<file path="config.mk">
export PLATFORM = sky130hd
export DESIGN_NAME = mmsg_security_gate
export DESIGN_NICKNAME = d
export VERILOG_FILES = /design/src/mmsg_pkg.sv /design/src/mmsg_security_gate.sv /design/src/mmsg_fifo.sv /design/src/mmsg_uart_rx.sv
export SDC_FILE = /design/constraint.sdc
export NUM_CORES = 1
export LEC_CHECK = 0
export BUFFER_PORTS_ARGS = -buffer_cell sky130_fd_sc_hd__buf_2
export CAP_MARGIN = 20
export CORE_UTILIZATION = 58
export DETAILED_ROUTE_END_ITERATION = 16
export GPL_TIMING_DRIVEN = 0
export PLACE_DENSITY_LB_ADDON = 0.2
export SLEW_MARGIN = 25
export SYNTH_ARGS = -nofsm -noshare
export SYNTH_HDL_FRONTEND = slang
export SYNTH_HIERARCHICAL = 1
export SYNTH_SLANG_ARGS = --single-unit
</file>
<file path="constraint.sdc">
create_clock -name core_clk -period 3.7 [get_ports core_clk]
set_clock_uncertainty 0.05 [all_clocks]
set_input_delay 1.11 -clock core_clk [delete_from_list [all_inputs] [get_ports core_clk]]
set_output_delay 1.11 -clock core_clk [all_outputs]
set_load 0.02 [all_outputs]
</file>
<file path="src/mmsg_pkg.sv">
package mmsg_pkg;
   // Security byte window in the flash array
   localparam logic [15:0] SEC_FIRST_ADDR = 16'hfff6;
   localparam logic [15:0] SEC_LAST_ADDR = 16'hfffd;
   localparam int SEC_BYTES = 8;
   localparam logic [7:0] BLANK_BYTE = 8'hff;
   // Value returned for flash reads while locked
   localparam logic [7:0] LOCKED_READ_VALUE = 8'had;
   // RAM status byte and unlock bit position
   localparam logic [7:0] STATUS_RAM_ADDR = 8'h80;
   localparam int STATUS_UNLOCK_BIT = 6;
   // Monitor line timing
   localparam int CLK_HZ = 50_000_000;
   localparam int BAUD = 9600;
   localparam int BIT_CYCLES = CLK_HZ / BAUD;
   localparam int BREAK_BITS = 10;
   localparam int FIFO_DEPTH = 16;

   typedef struct packed {
      logic valid;
      logic [7:0] data;
   } mmsg_byte_t;

   typedef struct packed {
      logic req;
      logic fetch;
      logic [15:0] addr;
   } mmsg_flash_req_t;

   typedef enum logic [2:0] {
      ST_WAIT_POR,
      ST_COLLECT,
      ST_COMPARE,
      ST_BREAK,
      ST_READY
   } mmsg_state_t;
endpackage : mmsg_pkg

</file>
<file path="src/mmsg_security_gate.sv">
`timescale 1ns/1ps
// Overview of operation
// After power-on reset in monitor mode, nothing proceeds until eight security bytes arrive.
// When all eight bytes match the stored ones, flash reads and execution are allowed.
// Once unlocked, access stays unlocked until the next power-on reset.
// A reset other than power-on keeps the unlocked state and needs no new bytes.
// On a mismatch the device stays in monitor mode but flash reads return an invalid value.
// While locked, an instruction fetch from flash raises an illegal address reset.
// The break character is sent only after the eighth security byte has arrived.
// A RAM status byte has bit 6 set when the correct code was received.
// After a failure the host must apply a power-on reset before trying again.
// After a failure a RAM-run mass erase is still allowed and blanks all security bytes.
// Users should program all eight security locations with non-blank values.
// Bytes compare in ascending address order and match only if all eight agree.
module mmsg_security_gate
   import mmsg_pkg::*;
#(
   parameter int BIT_CYC = BIT_CYCLES,
   parameter int BRK_BITS = BREAK_BITS
) (
   input wire logic core_clk, // 50 MHz clock
   input wire logic rst_n, // Any reset, active low, async
   input wire logic por_n, // Power-on reset, active low, async
   input wire logic monitor_mode, // Device entered monitor mode
   input wire logic monitor_serial_pin_i, // Serial pin level in
   output logic monitor_serial_pin_o, // Serial pin drive value
   output logic monitor_serial_pin_oe, // Serial pin output enable
   input wire mmsg_flash_req_t flash_req, // Core flash access
   input wire logic [7:0] flash_rdata, // Raw flash data
   output logic [7:0] core_rdata, // Gated read data
   output logic illegal_addr_rst, // Illegal address reset pulse
   input wire logic [63:0] stored_code, // Bytes at security window, lowest address low
   input wire logic mass_erase_req, // Mass erase request from RAM routine
   input wire logic exec_from_ram, // Erase routine runs from RAM
   output logic mass_erase_go, // Erase granted, one cycle after the request
   input wire logic [7:0] ram_addr, // RAM read address
   output logic [7:0] ram_status, // Status byte at that address
   output logic unlocked, // Flash access unlocked
   output logic cmd_ready // Ready for monitor commands
);
   mmsg_state_t state_q;
   logic unlock_q;
   logic sync1_q;
   logic sync2_q;
   logic [2:0] idx_q;
   logic ok_q;
   logic [15:0] bit_cnt_q;
   logic [7:0] brk_q;
   mmsg_byte_t rx_byte;
   logic f_ready;
   logic f_valid;
   logic [7:0] f_data;
   logic f_pop;
   logic last_byte;
   logic brk_done;

   //////////////////////////////////////////////////////////////////////
   // Pick stored byte by position within the window
   function automatic logic [7:0] code_byte(input logic [63:0] c, input logic [2:0] i);
      code_byte = c[{i, 3'b000} +: 8];
   endfunction : code_byte

   // Address falls inside flash window of the security bytes
   function automatic logic in_sec(input logic [15:0] a);
      in_sec = (a >= SEC_FIRST_ADDR) && (a <= SEC_LAST_ADDR);
   endfunction : in_sec

   //////////////////////////////////////////////////////////////////////
   // Pin synchroniser; first stage feeds only the second
   always_ff @(posedge core_clk or negedge rst_n) begin
      if (!rst_n) begin
         sync1_q <= 1'b1;
         sync2_q <= 1'b1;
      end else begin
         sync1_q <= monitor_serial_pin_i;
         sync2_q <= sync1_q;
      end
   end

   mmsg_uart_rx #(
      .BIT_CYC(BIT_CYC)
   ) u_rx (
      .core_clk(core_clk),
      .rst_n(rst_n),
      .rx_sync(sync2_q),
      .rx_byte(rx_byte)
   );

   // Bytes queue up so the compare can never drop one mid-stream
   mmsg_fifo #(
      .WIDTH(8),
      .DEPTH(FIFO_DEPTH)
   ) u_fifo (
      .core_clk(core_clk),
      .rst_n(rst_n),
      .in_valid(rx_byte.valid && state_q == ST_COLLECT),
      .in_ready(f_ready),
      .in_data(rx_byte.data),
      .out_valid(f_valid),
      .out_ready(f_pop),
      .out_data(f_data)
   );

   // Bytes leave the queue only while the code is being collected
   assign f_pop = f_valid && (state_q == ST_COLLECT);

   // The eighth byte of the code is taken in this cycle
   assign last_byte = f_pop && (idx_q == 3'(SEC_BYTES - 1));

   // Final break bit has run its full length
   assign brk_done = (bit_cnt_q == 16'h0000) && (brk_q == 8'h01);

   //////////////////////////////////////////////////////////////////////
   // Entry sequence; only power-on reset restarts it, so a warm reset
   // can never ask the host for a second code
   always_ff @(posedge core_clk or negedge por_n) begin
      if (!por_n) begin
         state_q <= ST_WAIT_POR;
      end else begin
         case (state_q)
            ST_WAIT_POR: begin
               if (monitor_mode) begin
                  state_q <= ST_COLLECT;
               end else begin
                  state_q <= ST_READY; // Normal start, flash stays locked
               end
            end
            ST_COLLECT: begin
               if (last_byte) begin
                  state_q <= ST_COMPARE;
               end
            end
            ST_COMPARE: begin
               state_q <= ST_BREAK;
            end
            ST_BREAK: begin
               if (brk_done) begin
                  state_q <= ST_READY;
               end
            end
            default: begin
               state_q <= ST_READY;
            end
         endcase
      end
   end

   //////////////////////////////////////////////////////////////////////
   // Position of the next expected byte, ascending; wraps after the eighth
   always_ff @(posedge core_clk or negedge por_n) begin
      if (!por_n) begin
         idx_q <= '0;
      end else if (f_pop) begin
         idx_q <= idx_q + 3'h1;
      end
   end

   // Match flag: one wrong byte spoils it, and nothing sets it again before
   // the next power-on reset, so a partly right code can never unlock
   always_ff @(posedge core_clk or negedge por_n) begin
      if (!por_n) begin
         ok_q <= 1'b1;
      end else if (f_pop && (f_data != code_byte(stored_code, idx_q))) begin
         ok_q <= 1'b0;
      end
   end

   //////////////////////////////////////////////////////////////////////
   // Break timer: bit_cnt_q counts clocks within a bit, brk_q the bits left.
   // Loaded in the compare state, so the break cannot start before 8 bytes.
   always_ff @(posedge core_clk or negedge por_n) begin
      if (!por_n) begin
         bit_cnt_q <= '0;
         brk_q <= '0;
      end else if (state_q == ST_COMPARE) begin
         bit_cnt_q <= 16'(BIT_CYC - 1);
         brk_q <= 8'(BRK_BITS);
      end else if (state_q == ST_BREAK) begin
         if (bit_cnt_q != 16'h0000) begin
            bit_cnt_q <= bit_cnt_q - 16'h0001;
         end else if (brk_q != 8'h01) begin
            bit_cnt_q <= 16'(BIT_CYC - 1);
            brk_q <= brk_q - 8'h01;
         end
      end
   end

   //////////////////////////////////////////////////////////////////////
   // Unlock latch: only power-on reset clears it, so other resets keep it
   always_ff @(posedge core_clk or negedge por_n) begin
      if (!por_n) begin
         unlock_q <= 1'b0;
      end else if (state_q == ST_COMPARE && ok_q) begin
         unlock_q <= 1'b1;
      end
   end

   assign unlocked = unlock_q;

   //////////////////////////////////////////////////////////////////////
   // Break character: line held low for the break length, only after 8 bytes.
   // Registered so the pin cannot glitch while the state decodes.
   always_ff @(posedge core_clk or negedge rst_n) begin
      if (!rst_n) begin
         monitor_serial_pin_o <= 1'b1;
         monitor_serial_pin_oe <= 1'b0;
      end else begin
         monitor_serial_pin_o <= !(state_q == ST_BREAK);
         monitor_serial_pin_oe <= (state_q == ST_BREAK);
      end
   end

   // Command ready follows the entry sequence; a warm reset drops it until the first clock after release
   always_ff @(posedge core_clk or negedge rst_n) begin
      if (!rst_n) begin
         cmd_ready <= 1'b0;
      end else begin
         cmd_ready <= (state_q == ST_READY);
      end
   end

   //////////////////////////////////////////////////////////////////////
   // Flash read gating: locked reads see a fixed filler, never the array
   always_ff @(posedge core_clk or negedge rst_n) begin
      if (!rst_n) begin
         core_rdata <= '0;
      end else begin
         core_rdata <= unlock_q ? flash_rdata : LOCKED_READ_VALUE;
      end
   end

   // Illegal fetch detection; every request targets flash, so any locked fetch
   always_ff @(posedge core_clk or negedge rst_n) begin
      if (!rst_n) begin
         illegal_addr_rst <= 1'b0;
      end else begin
         illegal_addr_rst <= flash_req.req && flash_req.fetch && !unlock_q;
      end
   end

   //////////////////////////////////////////////////////////////////////
   // RAM status byte: only the unlock bit of one address is kept here
   always_ff @(posedge core_clk or negedge rst_n) begin
      if (!rst_n) begin
         ram_status <= '0;
      end else begin
         ram_status <= '0;
         if (ram_addr == STATUS_RAM_ADDR) begin
            ram_status[STATUS_UNLOCK_BIT] <= unlock_q;
         end
      end
   end

   // Mass erase from RAM stays allowed when locked; the array blanks the code
   always_ff @(posedge core_clk or negedge rst_n) begin
      if (!rst_n) begin
         mass_erase_go <= 1'b0;
      end else begin
         mass_erase_go <= mass_erase_req && exec_from_ram;
      end
   end
endmodule : mmsg_security_gate

</file>
<file path="src/mmsg_fifo.sv">
`timescale 1ns/1ps
module mmsg_fifo #(
   parameter int WIDTH = 8,
   parameter int DEPTH = 16
) (
   input wire logic core_clk, // Clock
   input wire logic rst_n, // Async reset, active low
   input wire logic in_valid, // Write request
   output logic in_ready, // Space available
   input wire logic [WIDTH-1:0] in_data, // Write data
   output logic out_valid, // Data available
   input wire logic out_ready, // Read accept
   output logic [WIDTH-1:0] out_data // Head word
);
   localparam int AW = $clog2(DEPTH);
   logic [WIDTH-1:0] mem_q [DEPTH];
   logic [AW:0] wr_q;
   logic [AW:0] rd_q;
   logic push;
   logic pop;

   //////////////////////////////////////////////////////////////////////
   // Full and empty from pointer wrap bits
   assign in_ready = !((wr_q[AW] != rd_q[AW]) && (wr_q[AW-1:0] == rd_q[AW-1:0]));
   assign out_valid = (wr_q != rd_q);
   assign push = in_valid && in_ready;
   assign pop = out_valid && out_ready;
   assign out_data = mem_q[rd_q[AW-1:0]];

   // Storage
   always_ff @(posedge core_clk) begin
      if (push) begin
         mem_q[wr_q[AW-1:0]] <= in_data;
      end
   end

   // Pointers
   always_ff @(posedge core_clk or negedge rst_n) begin
      if (!rst_n) begin
         wr_q <= '0;
         rd_q <= '0;
      end else begin
         if (push) begin
            wr_q <= wr_q + 1'b1;
         end
         if (pop) begin
            rd_q <= rd_q + 1'b1;
         end
      end
   end
endmodule : mmsg_fifo

</file>
<file path="src/mmsg_uart_rx.sv">
`timescale 1ns/1ps
module mmsg_uart_rx
   import mmsg_pkg::*;
#(
   parameter int BIT_CYC = BIT_CYCLES
) (
   input wire logic core_clk, // Clock
   input wire logic rst_n, // Async reset, active low
   input wire logic rx_sync, // Synchronised serial line
   output mmsg_byte_t rx_byte // Received byte, valid one cycle
);
   logic busy_q;
   logic [15:0] cnt_q;
   logic [3:0] bit_q;
   logic [7:0] sh_q;

   //////////////////////////////////////////////////////////////////////
   // 8N1 receiver sampling at mid-bit; a framing error drops the byte
   always_ff @(posedge core_clk or negedge rst_n) begin
      if (!rst_n) begin
         busy_q <= 1'b0;
         cnt_q <= '0;
         bit_q <= '0;
         sh_q <= '0;
         rx_byte <= '0;
      end else begin
         rx_byte.valid <= 1'b0;
         if (!busy_q) begin
            if (!rx_sync) begin
               busy_q <= 1'b1;
               cnt_q <= 16'(BIT_CYC / 2);
               bit_q <= '0;
            end
         end else if (cnt_q != 16'h0000) begin
            cnt_q <= cnt_q - 16'h0001;
         end else begin
            cnt_q <= 16'(BIT_CYC - 1);
            bit_q <= bit_q + 4'h1;
            if (bit_q == 4'h0 && rx_sync) begin
               busy_q <= 1'b0; // False start bit
            end else if (bit_q >= 4'h1 && bit_q <= 4'h8) begin
               sh_q <= {rx_sync, sh_q[7:1]};
            end else if (bit_q == 4'h9) begin
               busy_q <= 1'b0;
               rx_byte.valid <= rx_sync;
               rx_byte.data <= sh_q;
            end
         end
      end
   end
endmodule : mmsg_uart_rx

</file>
# Word-level counts from Yosys, hierarchy flattened
# Memory sizes are Yosys's and may differ from the RTL's.
# Index checks and enable logic that the tools add are counted.
# Widths: inputs -> output; s select.
# word_totals
reg_bits	96
ram_bits	128
inputBits	105
output_inout_bits	22
wordCells	119
mem_count	1
# memory_table
memory	words	width	read_ports	rd_ports_with_merged_regs	wr	line_no	rtl
u_fifo.mem_q	16	8	1	0	1	mmsg_fifo.sv:16	logic [WIDTH-1:0] mem_q [DEPTH];
# classes
add_sub_neg	7
magnitude_cmp	2
n_eq_ne	18
shifts	1
mux	33
n_bitwise	3
reduce_logical	31
# op_table
op	count
$mux 16	7
$shiftx 64x7->8	1
$mux 9	5
$mux 8	5
$reduce_bool 16->1	2
$sub 16x1->16 const B	2
$logic_not 16->1	1
$logic_and 1x1->1	14
$mux 4	3
$pmux 3 s4	1
$add 5x1->5 const B	2
$mux 1	9
$mux 3	3
$eq 8x1->1 const B	1
$eq 8x8->1 const B	1
$ne 2x2->1 const B	4
$ne 8x1->1 const B	1
$ne 8x8->1	1
$sub 8x1->8 const B	1
$eq 3x2->1 const B	2
$eq 3x3->1 const B	2
$reduce_and 2->1	3
$ne 5x5->1	1
$reduce_and 5->1	1
17 further kinds	22

# Longest topological paths before layout
# depth
depth_word	6
ltp_mapped	9

# Cells and area by module
# Netlist, hierarchy kept.
# by_module_without_submodules
mod	instances	cells_each	area_each_um2	seq_area_each_um2
mmsg_fifo	1	279	5627.9	4093.9
mmsg_security_gate	1	269	2839.0	1206.2
mmsg_uart_rx	1	191	2030.7	950.9

# Least setup slack after synthesis
# No wires, ideal clock.
# synth_path
path_type	register to register
from	register state_q[0]
to	memory u_fifo.mem_q[0][0] (enable)
setup_time_ps	395
arrival_ps	2207
t_required_ps	3255
path_slack_ps	1049
stages_incl_launch_ff	6
path_buffers	1
synth_period_minus_slack_ps	2651
cell_sequence	dfrtp_1 > clkbuf_1 > nand2_1 > nor3_1 > nand2_1 > nor4_1
# synth_between
elab_chain_len	5
# synth_rtl
element	line_no	rtl
from (decl)	mmsg_security_gate.sv:41	mmsg_state_t state_q;
from (signal assigned)	mmsg_security_gate.sv:118	state_q <= ST_WAIT_POR;
from (signal assigned)	mmsg_security_gate.sv:123	state_q <= ST_COLLECT;
from (signal assigned)	mmsg_security_gate.sv:125	state_q <= ST_READY;
$eq 3x1->1	mmsg_security_gate.sv:96	.in_valid(rx_byte.valid && state_q == ST_COLLECT),
$logic_and 1x1->1	mmsg_security_gate.sv:96	
$logic_and 1x1->1	mmsg_fifo.sv:26	assign push = in_valid && in_ready;
$mux 1	mmsg_fifo.sv:32	if (push) begin
$mux 1 (not written as such)	mmsg_fifo.sv:33	mem_q[wr_q[AW-1:0]] <= in_data;
to (decl)	mmsg_fifo.sv:16	
# Every way passes these cells.

# Final worst setup path
# Same ends and word-level chain as after synthesis.

==> metrics.yaml <==
detailed_routing:
  via_per_inst: 6.07
  wl_per_cell_um: 20.6
  first_pass_iters: 5
  vias: 6783
  drt_iter0_drc: 659
  drtAntennaViolNets: 0
  drc_errors: 0
  routed_wl_um: 23000
die:
  die_h_um: 137
  dieArea_um2: 18600
  fp.dieW_um: 137
  initial_utilization_pct: 60.0
  core.rowCount: 48
  io_pins: 127
  fp.coreArea_um2: 17500
global_route:
  gr-total-overflow: 0
  grt_pass1_wl_um: 34600
  grt.total_usage_pct: 24.8
  antenna_found_initial: 0
  grt_pass1_vias: 6680
  grt_max_degree: 65
cts:
  htree_num_levels: 1
  cts_hold_buf: 0
  cts_resized: 0
  cts_root_buffer: "clkbuf_16"
  numClockSinks: 224
  numCtsBuffers: 23
  cts_tree: "done"
  cts_setup_buffers: 0
  clkTransAtPathRegs_ns: 0.06
  clk_latency_ns: 0.52
  clockBufferDepth: 3
power:
  total_leakage_power_nw: 4.30
  vdd_ir_drop_max_v: 0.000447
  pwr-share-clk_pct: 44.8
  power_frac_seq_pct: 53.0
  switchingPower_uw: 996
  combPwrFrac_pct: 2.2
  p_int_mw: 3.96
  power.density_nw_per_um2: 408
  swShare_pct: 20.1
timing:
  setup_viol: 0
  worst_pin_slew_ns: 0.952
  finalCritPeriodShare_pct: 86.1
  finalWorstSetupSlack_ns: 0.514
  rsz0062_at_grt: "no"
  period_minus_slack_ns: 3.19
  fmax_mhz: 314
  hold-worst-slack_ns: 0.307
  slew_viol_final: 0
  relSlewSlack_pct: 36.0
  tns_ns: 0
  hold_viol: 0
yosys:
  syn_area_um2: 10500
  synth.avg_cell_area_um2: 14.2
  ys_warn_count: 6
  syn_inst: 738
setup_path:
  worstPathArrival_ns: 3.36
  r2r_cells: 6
  crit_required_ns: 3.87
  path_cells: "clkbuf_1 > nand2_1 > nor3_1 > nand2_1 > nor4_2 > buf_4"
  r2r_setup_slack_ns: 0.51
  cp-endpoint: "u_fifo/mem_q[0][0]$_DFFE_PP_"
  cpPeakStageDelay_ns: 0.69
  start_kind: "flip-flop"
  cp_common_cell: "nand2_1"
  cp-startpoint: "state_q[0]$_DFFE_PN0P_"
  r2r_start: "state_q[0]$_DFFE_PN0P_"
  crit_slowest_cell: "nor3_1"
  endpoint_kind: "flip-flop"
  path_max_fanout: 10
  r2r_end: "u_fifo/mem_q[0][0]$_DFFE_PP_"
  worstSetupPathType: "flip-flop to flip-flop"
final_layout:
  antenna_cells: 0
  area_growth_pct: 15.8
  final_nets: 995
  drive_gt1_share_pct: 29.3
outcome:
  status: "completed"
worst_hold_path:
  hold_path_class: "flip-flop to flip-flop"
run:
  max_cap_viol_count: 0
placement:
  post-place-ws_ns: 0.556
  gp_congestion: 0.866
  hpwlAfterDp_um: 15600
  place.port_buffers: 103
[power by group through the flow]
stage,registers (mW),logic [mW],clock network [mW]
2_1_floorplan,2.68,0.0382,0
3_3_place_gp,2.67,0.107,0
3_5_place_dp,2.67,0.112,0
4_1_cts,2.62,0.113,2.26
5_1_grt,2.62,0.122,2.35
6_report,2.62,0.111,2.22
[cells in the final DEF (no fill, tap or decap), types with 14 or more instances in the layout]
| master | n |
|---|---|
| buf_2 | 109 |
| dfrtp_1 | 92 |
| mux2i_1 | 17 |
| ha_1 | 14 |
| xnor2_1 | 19 |
| xor2_1 | 23 |
| nand2_1 | 45 |
| clkbuf_1 | 19 |
| inv_1 | 15 |
| clkbuf_16 | 23 |
| nor2_1 | 46 |
| mux4_1 | 14 |
| mux4_2 | 28 |
| nor3_1 | 17 |
| nand3_1 | 22 |
| mux2_2 | 23 |
| a22oi_1 | 17 |
| edfxtp_1 | 128 |
| a21oi_1 | 14 |
[routing by layer]
layer	wire length (µm)	GRT usage [%]	up-vias	part of all wire (%)
li1	-	-	3078	-
met1	9370	32.2	3383	41
met2	11600	42.9	288	50
met3	1670	4.19	34	7.3
met4	379	7.16	0	1.6
met5	0	0	-	0
[final cells by class]
class	instances	area (µm²)
buffer	42	265
sequential	224	6250
tap	225	282
inverter	15	56.3
fill	1166	5320
multi-input combinational	463	4040
clock buffer	24	579
timing repair buffer	107	543
clock inverter	18	145
[flip-flops by register name (all words and copies together) (netlist names), 8 cells and up]
| signal | flops |
|---|---|
| bit_cnt_q | 16 |
| u_rx/sh_q | 8 |
| u_fifo/mem_q | 128 |
| u_rx/rx_byte | 9 |
| u_rx/cnt_q | 16 |
| core_rdata | 8 |
| brk_q | 8 |
[metrics by stage]
| step | util (%) | std cells | total power, mW | cell area [µm²] |
|---|---|---|---|---|
| detailed placement | 65.4 | 1076 | 2.79 | 11400 |
| finish | 69.6 | 1118 | 4.96 | 12200 |
| global route | 69.6 | 1118 | 5.09 | 12200 |
| CTS | 69.5 | 1118 | 5.00 | 12200 |
| global placement | 64.7 | 1072 | 2.78 | 11300 |
| floorplan | - | 744 | 2.71 | 10500 |
[critical path: cells and delay by family (launching register included)]
family	cells	cell delay (ns)
simple gates	4	1.78
buf+inv	2	0.70
flops	1	0.36
[how the worst min path moves through the flow]
stage,start,to,slack [ns],depth (start not counted)
after CTS,sync1_q$_DFF_PN1_,sync2_q$_DFF_PN1_,0.31,0
after global routing,sync1_q$_DFF_PN1_,sync2_q$_DFF_PN1_,0.31,0
final,sync1_q$_DFF_PN1_,sync2_q$_DFF_PN1_,0.31,0
after floorplan,sync1_q$_DFF_PN1_,sync2_q$_DFF_PN1_,0.30,0
after detailed placement,sync1_q$_DFF_PN1_,sync2_q$_DFF_PN1_,0.30,0
after global placement,sync1_q$_DFF_PN1_,sync2_q$_DFF_PN1_,0.30,0
Note: power is estimated with default switching activity, not from simulation.
